File: src/rtl/tesel_pkg.sv
package tesel_pkg;
   localparam int ADDR_W = 12;
   localparam logic [ADDR_W-1:0] CTRL_OFS = 12'h000;
   localparam logic [ADDR_W-1:0] STAT_OFS = 12'h004;
   localparam int GO_BIT = 0;
   localparam int START_LSB = 8;
   localparam int RSVD_BIT = 11;
   localparam int STOP_LSB = 12;
   localparam logic [31:0] CTRL_RST = 32'h0000_0000;
   localparam logic [31:0] CTRL_WMASK = 32'h0000_7701;
   localparam int ST_EN_BIT = 0;
   localparam int ST_PIN_BIT = 1;
   localparam int ST_TRG_BIT = 2;

   localparam logic [2:0] START_ALWAYS = 3'h0;
   localparam logic [2:0] START_LOWER_ON = 3'h1;
   localparam logic [2:0] START_TRG_HIGH = 3'h2;
   localparam logic [2:0] START_TRG_PIN_HIGH = 3'h3;
   localparam logic [2:0] START_PIN_RISE = 3'h4;
   localparam logic [2:0] START_PIN_RISE_TRG = 3'h5;
   localparam logic [2:0] START_TRG_RISE = 3'h6;

   localparam logic [2:0] STOP_NEVER = 3'h0;
   localparam logic [2:0] STOP_LOWER_OFF = 3'h1;
   localparam logic [2:0] STOP_CMP = 3'h2;
   localparam logic [2:0] STOP_CMP_TRG_LOW = 3'h3;
   localparam logic [2:0] STOP_PIN_EDGE = 3'h4;
   localparam logic [2:0] STOP_PIN_EDGE_TRG = 3'h5;
   localparam logic [2:0] STOP_TRG_FALL = 3'h6;

   typedef enum logic [1:0] {
      TESEL_OFF = 2'b00,
      TESEL_WAIT = 2'b01,
      TESEL_RUN = 2'b10
   } tesel_state_e;
endpackage : tesel_pkg

File: src/rtl/tesel_timer_enable_disable_select.sv
// The address map and the APB interface to the registers are this design's own decisions.
`timescale 1ns/1ps
module tesel_timer_enable_disable_select (
   input wire logic clk,
   input wire logic rst_n,
   input wire logic psel,
   input wire logic penable,
   input wire logic pwrite,
   input wire logic [tesel_pkg::ADDR_W-1:0] paddr,
   input wire logic [31:0] pwdata,
   output logic [31:0] prdata,
   output logic pready,
   output logic pslverr,
   input wire logic pinIn,
   input wire logic triggerIn,
   input wire logic lowerEnabled,
   input wire logic compareEvent,
   output logic timerEnabled,
   output logic startPulse,
   output logic stopPulse
);
   import tesel_pkg::*;

   function automatic logic rose(input logic cur, input logic prev);
      return cur & ~prev;
   endfunction : rose

   function automatic logic fell(input logic cur, input logic prev);
      return ~cur & prev;
   endfunction : fell

   logic [31:0] ctrl;
   logic pinMeta, pinSync, pinPrev;
   logic trgMeta, trgSync, trgPrev;
   logic lowerPrev;
   logic armed;
   logic [2:0] startSel;
   logic [2:0] stopSel;
   logic pinRise, pinEdge, trgRise, trgFall, lowerRise, lowerFall;
   logic startHit, stopHit;
   logic busSetup, busWrite, addrOk;
   tesel_state_e state, next_state;

   assign armed = ctrl[GO_BIT];
   assign startSel = ctrl[START_LSB +: 3];
   assign stopSel = ctrl[STOP_LSB +: 3];
   assign busSetup = psel & ~penable;
   assign busWrite = psel & penable & pready & pwrite;
   assign addrOk = (paddr == CTRL_OFS) || (paddr == STAT_OFS);

   // Pins are asynchronous; the first stage feeds only the second
   always_ff @(posedge clk or negedge rst_n) begin
      if (!rst_n) begin
         pinMeta <= 1'b0;
         pinSync <= 1'b0;
         trgMeta <= 1'b0;
         trgSync <= 1'b0;
      end else begin
         pinMeta <= pinIn;
         pinSync <= pinMeta;
         trgMeta <= triggerIn;
         trgSync <= trgMeta;
      end
   end

   always_ff @(posedge clk or negedge rst_n) begin
      if (!rst_n) begin
         pinPrev <= 1'b0;
         trgPrev <= 1'b0;
         lowerPrev <= 1'b0;
      end else begin
         pinPrev <= pinSync;
         trgPrev <= trgSync;
         lowerPrev <= lowerEnabled;
      end
   end

   assign pinRise = rose(pinSync, pinPrev);
   assign pinEdge = pinSync ^ pinPrev;
   assign trgRise = rose(trgSync, trgPrev);
   assign trgFall = fell(trgSync, trgPrev);
   assign lowerRise = rose(lowerEnabled, lowerPrev);
   assign lowerFall = fell(lowerEnabled, lowerPrev);

   always_comb begin
      case (startSel)
         START_ALWAYS: startHit = 1'b1;
         START_LOWER_ON: startHit = lowerRise;
         START_TRG_HIGH: startHit = trgSync;
         START_TRG_PIN_HIGH: startHit = trgSync & pinSync;
         START_PIN_RISE: startHit = pinRise;
         START_PIN_RISE_TRG: startHit = pinRise & trgSync;
         START_TRG_RISE: startHit = trgRise;
         default: startHit = 1'b0;
      endcase
   end

   // Reserved code 111 is treated as never stopping
   always_comb begin
      case (stopSel)
         STOP_NEVER: stopHit = 1'b0;
         STOP_LOWER_OFF: stopHit = lowerFall;
         STOP_CMP: stopHit = compareEvent;
         STOP_CMP_TRG_LOW: stopHit = compareEvent & ~trgSync;
         STOP_PIN_EDGE: stopHit = pinEdge;
         STOP_PIN_EDGE_TRG: stopHit = pinEdge & trgSync;
         STOP_TRG_FALL: stopHit = trgFall;
         default: stopHit = 1'b0;
      endcase
   end

   // A running timer looks only at GO and stop events, so a stop wins over a start only while running; a waiting timer ignores stops
   always_comb begin
      next_state = state;
      case (state)
         TESEL_OFF: begin
            if (armed) begin
               next_state = startHit ? TESEL_RUN : TESEL_WAIT;
            end
         end
         TESEL_WAIT: begin
            if (!armed) begin
               next_state = TESEL_OFF;
            end else if (startHit) begin
               next_state = TESEL_RUN;
            end
         end
         TESEL_RUN: begin
            if (!armed) begin
               next_state = TESEL_OFF;
            end else if (stopHit) begin
               next_state = TESEL_WAIT;
            end
         end
         default: next_state = TESEL_OFF;
      endcase
   end

   always_ff @(posedge clk or negedge rst_n) begin
      if (!rst_n) begin
         state <= TESEL_OFF;
         timerEnabled <= 1'b0;
         startPulse <= 1'b0;
         stopPulse <= 1'b0;
      end else begin
         state <= next_state;
         timerEnabled <= (next_state == TESEL_RUN);
         startPulse <= (state != TESEL_RUN) && (next_state == TESEL_RUN);
         stopPulse <= (state == TESEL_RUN) && (next_state == TESEL_WAIT);
      end
   end

   // Zero-wait slave: pready is raised for the access phase
   always_ff @(posedge clk or negedge rst_n) begin
      if (!rst_n) begin
         pready <= 1'b0;
         pslverr <= 1'b0;
         prdata <= 32'h0000_0000;
      end else begin
         pready <= busSetup;
         pslverr <= busSetup & ~addrOk;
         prdata <= 32'h0000_0000;
         if (busSetup && !pwrite) begin
            if (paddr == CTRL_OFS) begin
               prdata <= ctrl;
            end else if (paddr == STAT_OFS) begin
               prdata[ST_EN_BIT] <= timerEnabled;
               prdata[ST_PIN_BIT] <= pinSync;
               prdata[ST_TRG_BIT] <= trgSync;
            end
         end
      end
   end

   // Mask keeps bit 11 and every unused bit at zero
   always_ff @(posedge clk or negedge rst_n) begin
      if (!rst_n) begin
         ctrl <= CTRL_RST;
      end else if (busWrite && paddr == CTRL_OFS) begin
         ctrl <= pwdata & CTRL_WMASK;
      end
   end

   bit11_zero_a: assert property (@(posedge clk) disable iff (!rst_n)
      psel && penable && pready && !pwrite && paddr == CTRL_OFS |-> !prdata[RSVD_BIT])
      else $error("reserved bit 11 read nonzero");

   never_stop_a: assert property (@(posedge clk) disable iff (!rst_n)
      timerEnabled && stopSel == STOP_NEVER && armed && $stable(ctrl)
      |=> timerEnabled)
      else $error("timer stopped with stop code 000");

   lower_stop_a: assert property (@(posedge clk) disable iff (!rst_n)
      state == TESEL_RUN && armed && stopSel == STOP_LOWER_OFF && $fell(lowerEnabled)
      |=> !timerEnabled && stopPulse)
      else $error("no stop on lower timer disable");

   cmp_stop_a: assert property (@(posedge clk) disable iff (!rst_n)
      state == TESEL_RUN && stopSel == STOP_CMP && compareEvent |=> !timerEnabled)
      else $error("no stop on compare");

   cmp_trig_high_a: assert property (@(posedge clk) disable iff (!rst_n)
      state == TESEL_RUN && armed && stopSel == STOP_CMP_TRG_LOW && trgSync
      |=> timerEnabled)
      else $error("compare stopped timer while trigger high");

   pin_edge_stop_a: assert property (@(posedge clk) disable iff (!rst_n)
      state == TESEL_RUN && stopSel == STOP_PIN_EDGE && pinSync != $past(pinSync)
      |=> !timerEnabled)
      else $error("no stop on pin edge");

   pin_trig_stop_a: assert property (@(posedge clk) disable iff (!rst_n)
      state == TESEL_RUN && armed && stopSel == STOP_PIN_EDGE_TRG && !trgSync
      |=> timerEnabled)
      else $error("pin edge stopped timer with trigger low");

   trig_fall_stop_a: assert property (@(posedge clk) disable iff (!rst_n)
      state == TESEL_RUN && armed && stopSel == STOP_TRG_FALL && $fell(trgSync)
      |=> !timerEnabled && stopPulse)
      else $error("no stop on trigger fall");

   always_start_a: assert property (@(posedge clk) disable iff (!rst_n)
      state != TESEL_RUN && armed && startSel == START_ALWAYS |=> timerEnabled)
      else $error("start code 000 did not start");

   lower_start_a: assert property (@(posedge clk) disable iff (!rst_n)
      state == TESEL_WAIT && armed && startSel == START_LOWER_ON
      && !timerEnabled ##1 timerEnabled |-> $past(lowerEnabled, 2) == 1'b0)
      else $error("start without lower timer rising");

   trig_high_start_a: assert property (@(posedge clk) disable iff (!rst_n)
      state == TESEL_WAIT && armed && startSel == START_TRG_HIGH
      |=> timerEnabled == $past(trgSync))
      else $error("trigger high start mismatch");

   trig_pin_start_a: assert property (@(posedge clk) disable iff (!rst_n)
      state == TESEL_WAIT && armed && startSel == START_TRG_PIN_HIGH
      |=> timerEnabled == $past(trgSync & pinSync))
      else $error("trigger and pin start mismatch");

   pin_rise_start_a: assert property (@(posedge clk) disable iff (!rst_n)
      state == TESEL_WAIT && armed && startSel == START_PIN_RISE
      |=> timerEnabled == $past(pinSync && !pinPrev))
      else $error("pin rise start mismatch");

   pin_rise_trg_a: assert property (@(posedge clk) disable iff (!rst_n)
      state == TESEL_WAIT && armed && startSel == START_PIN_RISE_TRG
      |=> timerEnabled == $past(pinRise && trgSync))
      else $error("pin rise with trigger start mismatch");

   trig_rise_start_a: assert property (@(posedge clk) disable iff (!rst_n)
      state == TESEL_WAIT && armed && startSel == START_TRG_RISE
      |=> timerEnabled == $past(trgSync && !trgPrev))
      else $error("trigger rise start mismatch");

   pin_sync_delay_a: assert property (@(posedge clk) disable iff (!rst_n)
      $rose(pinIn) ##1 pinIn ##1 pinIn |-> pinRise ##1 !pinRise)
      else $error("pin edge not two stages late");

   cmp_low_stop_a: assert property (@(posedge clk) disable iff (!rst_n)
      state == TESEL_RUN && armed && stopSel == STOP_CMP_TRG_LOW && compareEvent && !trgSync
      |=> !timerEnabled && stopPulse)
      else $error("no stop on compare with trigger low");

   pin_trg_edge_a: assert property (@(posedge clk) disable iff (!rst_n)
      state == TESEL_RUN && armed && stopSel == STOP_PIN_EDGE_TRG && pinEdge && trgSync
      |=> !timerEnabled && stopPulse)
      else $error("no stop on pin edge with trigger high");

   start_pulse_a: assert property (@(posedge clk) disable iff (!rst_n)
      startPulse |-> timerEnabled && !$past(timerEnabled))
      else $error("start pulse without enable rising");

   rsvd_clear_a: assert property (@(posedge clk) disable iff (!rst_n)
      !ctrl[RSVD_BIT])
      else $error("reserved bit 11 stored nonzero");

   start_cover_c: cover property (@(posedge clk) disable iff (!rst_n)
      state == TESEL_WAIT ##1 startPulse);
   stop_cover_c: cover property (@(posedge clk) disable iff (!rst_n)
      timerEnabled ##1 stopPulse);
   restart_cover_c: cover property (@(posedge clk) disable iff (!rst_n)
      stopPulse ##[1:20] startPulse);
   bad_addr_cover_c: cover property (@(posedge clk) disable iff (!rst_n)
      pready && pslverr);
   lower_stop_cover_c: cover property (@(posedge clk) disable iff (!rst_n)
      state == TESEL_RUN && stopSel == STOP_LOWER_OFF ##1 stopPulse);
endmodule : tesel_timer_enable_disable_select

File: config.mk
export PLATFORM = sky130hd
export DESIGN_NAME = tesel_timer_enable_disable_select
export DESIGN_NICKNAME = d
export VERILOG_FILES = /design/src/rtl/tesel_pkg.sv /design/src/rtl/tesel_timer_enable_disable_select.sv
export SDC_FILE = /design/constraint.sdc
export NUM_CORES = 1
export LEC_CHECK = 0
export BUFFER_PORTS_ARGS = -buffer_cell sky130_fd_sc_hd__buf_2
export CAP_MARGIN = 30
export CELL_PAD_IN_SITES_DETAIL_PLACEMENT = 0
export CELL_PAD_IN_SITES_GLOBAL_PLACEMENT = 1
export CORE_ASPECT_RATIO = 0.9
export CORE_MARGIN = 4
export CORE_UTILIZATION = 30
export DETAILED_ROUTE_END_ITERATION = 16
export PLACE_DENSITY = 0.84
export SLEW_MARGIN = 30
export SYNTH_ARGS = -nofsm -noshare
export SYNTH_HDL_FRONTEND = slang
export SYNTH_SLANG_ARGS = --single-unit
File: constraint.sdc
create_clock -name clk -period 1.55 [get_ports clk]
set_input_delay 0.465 -clock clk [delete_from_list [all_inputs] [get_ports clk]]
set_output_delay 0.465 -clock clk [all_outputs]
set_load 0.005 [all_outputs]
==> impl_metrics.csv <==
group,metric,value,unit
clock_tree,root_buffer,"clkbuf_8",
sta,min_period,1.461,ns
critical_path,timing_worst_setup_path_type,"input port to flip-flop",
yosys,ys_ff_latch,30,
critical_path,crit_path_cell_trace,"buf_2 > nor4_2 > and3_2 > and3_4 > mux2_4",
yosys,ys_async_sr_fraction,1.000,
grt,grt_pass1_vias,905,
yosys,synth-edff-count,0,
clock_tree,ctsHtreeMaxLevel,2,
place,gp_congestion,0.6807,
sta,finalCritPeriodShare,0.9424,
floorplan,core_area,4212,sq um
critical_path,r2r-end,"state[0]",
grt,grt_max_degree,31,
grt,grt_pass1_wl,4.236,mm
clock_tree,ctsLongestPathBuffers,2,
min_path,hold_class,"input port to async pin",
yosys,syn_area_per_cell,11.79,sq um
yosys,synth_top_cell_by_area,"dfrtp_1",
sta,maxSlewViolCount,0,
power_and_ir_drop,p_total,1617,uW
run,maxCapViolations,0,
power_and_ir_drop,p_leak,0.0009332,uW
yosys,synth_common_cells,"30 x dfrtp_1, 23 x buf_4, 9 x inv_1",
finish,nets,220,
detailed_routing,viasPerCell,4.040,
yosys,synth.cell_area,1344,sq um
critical_path,slowest_stage,"mux2_4",
floorplan,die_area,5615,sq um
critical_path,cp-end-kind,"flip-flop",
detailed_routing,drt-total-wl,2.537,mm
critical_path,worstSetupStartpointType,"input port",
critical_path,critical_path_arrival,1.62,ns
power_and_ir_drop,ir_drop,0.3038,mV
finish,diodes,0,
yosys,synth_area_leaders,"dfrtp_1 56%, buf_4 13%, mux2_2 5.9%, and2_1 2.8%, o2bb2ai_1 2.6%",
critical_path,reg2reg_depth,4,
clock_tree,numClockSinks,30,
finish,area_growth,28.12,%
finish,num-fill-cells,418,
clock_tree,clk_latency,0.28,ns
sta,finalSetupTns,0,ns
critical_path,max_stage_delay,0.31,ns
place,dpl.hpwl,2.008,mm
place,io_buffers,41,
grt,antenna_found_initial,0,
detailed_routing,vias,917,
sta,setup_violations,0,
detailed_routing,dr.pass1.iters,4,
floorplan,fp.dieW,78.55,um
power_and_ir_drop,p_per_area,939.4,nW/um^2
yosys,synth_cells,114,
critical_path,worstPathRequired,1.71,ns
clock_tree,cts_buffers,5,
yosys,synth_seq_area_share,0.5587,
detailed_routing,ant_nets,0,
detailed_routing,dr.first_iter.drc_count,39,
yosys,synth_top_area_share,0.5587,
yosys,yosys_warnings,0,
finish,regArea,750.7,sq um
critical_path,path_max_fanout,7,
grt,grt_remaining_overflow,0,
yosys,synth_flop_cell,"dfrtp_1",
sta,hold_violations,0,
detailed_routing,post_drt_wl_per_cell,11.18,um
yosys,yosysUniqueCellTypes,31,
floorplan,row_count,22,
floorplan,io_pins,90,
detailed_routing,drc,0,
finish,final_layout_size_suffix_gt1_frac,0.4072,
finish,multiInputGateArea,501.7,sq um
clock_tree,clkTransAtPathRegs,0.06,ns
critical_path,rrSetupSlack,0.09,ns
sta,clock.fmax,684.6,MHz
floorplan,die_y,71.49,um
outcome,status,"finished clean",
grt,track_usage,0.09843,
sta,rsz0062_at_grt,"no",
sta,fin_skew,0.004750,ns
critical_path,r2r_start,"lowerPrev",
clock_tree,cts_tree,"yes",
clock_tree,cts-hold-fix-buffers,0,
floorplan,start_util,0.3191,
yosys,synth_most_common_cell,"dfrtp_1",
==> sequential cells by signal, summed over array words and instances (netlist names) <==
| name | flops |
|---|---|
| pinPrev | 1 |
| pinSync | 1 |
| lowerPrev | 1 |
| pready | 1 |
| ctrl | 7 |
| startPulse | 1 |
| prdata | 9 |
| stopPulse | 1 |
| trgPrev | 1 |
| trgSync | 1 |
| pslverr | 1 |
| pinMeta | 1 |
| state | 2 |
| timerEnabled | 1 |
| trgMeta | 1 |
==> logic make-up after synthesis <==
logic type / after synthesis / synth area share
DFF: 30 / 0.5587
buffers and inverters: 33 / 0.1620
other: 1 / 0.002791
muxes: 7 / 0.05866
adders and majority gates: 1 / 0.009309
AOI/OAI and AO/OA: 11 / 0.06424
and+or+nand+nor: 31 / 0.1443
==> per-layer routing <==
metal  vias to the layer above  wire length, um  GRT usage
met2                        53             1058     0.1470
met4                         0               31    0.03495
met1                       424             1127     0.1229
met5                         -                0          0
li1                        437                -          -
met3                         3              320    0.04899
==> placed cells by master, fill, tap and decap left out, types with 4 or more instances in the layout <==
| cell | n |
|---|---|
| nor2_1 | 6 |
| inv_1 | 9 |
| conb_1 | 23 |
| o2bb2ai_1 | 4 |
| buf_4 | 6 |
| mux2_4 | 7 |
| dfrtp_1 | 30 |
| and2_1 | 6 |
| clkbuf_8 | 8 |
| nand2b_1 | 4 |
| buf_2 | 41 |
==> power breakdown <==
part	switching, uW	leakage, uW	internal [uW]
clock network	274	0.0000575	447
registers	4.98	0.000401	795
logic	53.4	0.000475	41.8
total	333	0.000933	1280
==> how the worst max path moves through the flow <==
stage	from	slack [ns]	cells past startpoint	endpoint
floorplan	paddr[4]	-0.08	5	ctrl[0]
global placement	paddr[4]	-0.22	5	ctrl[13]
detailed placement	paddr[4]	-0.24	5	ctrl[9]
CTS	paddr[4]	0.06	5	ctrl[9]
global route	paddr[5]	0.004	5	ctrl[9]
finish	paddr[4]	0.09	5	ctrl[0]
==> through the flow <==
stage          setup slack [ns]  hold slack, ns    util  instance area [sq um]  instances
6_report                0.08923          0.1863  0.4088                   1722        227
5_1_grt                0.003966          0.2195  0.4088                   1722        227
4_1_cts                 0.06224          0.1974  0.4058                   1709        227
3_5_place_dp            -0.2353          0.3434  0.3797                   1599        219
3_3_place_gp            -0.2231          0.3345  0.3797                   1599        219
2_1_floorplan          -0.07501          0.1694       -                   1458        136
==> worst max-delay path, delay by kind of cell <==
kind | cells | cell delay [ns]
AND/OR/NAND/NOR | 3 | 0.73
multiplexers | 1 | 0.31
buffers and inverters | 1 | 0.10
==> final cells by class <==
class / instances / share of cell area
Sequential cell: 30 / 0.4360
Timing Repair Buffer: 47 / 0.1453
Clock buffer: 8 / 0.06395
Tap cell: 60 / 0.04360
Inverter: 9 / 0.01962
Multi-Input combinational cell: 73 / 0.2914
==> repair_timing <==
action	4_1_cts	5_1_grt
gates resized for setup	0	2
setup buffers	0	0
endpoints found under the setup margin	0	7
Power figures use the tool's default switching activity.
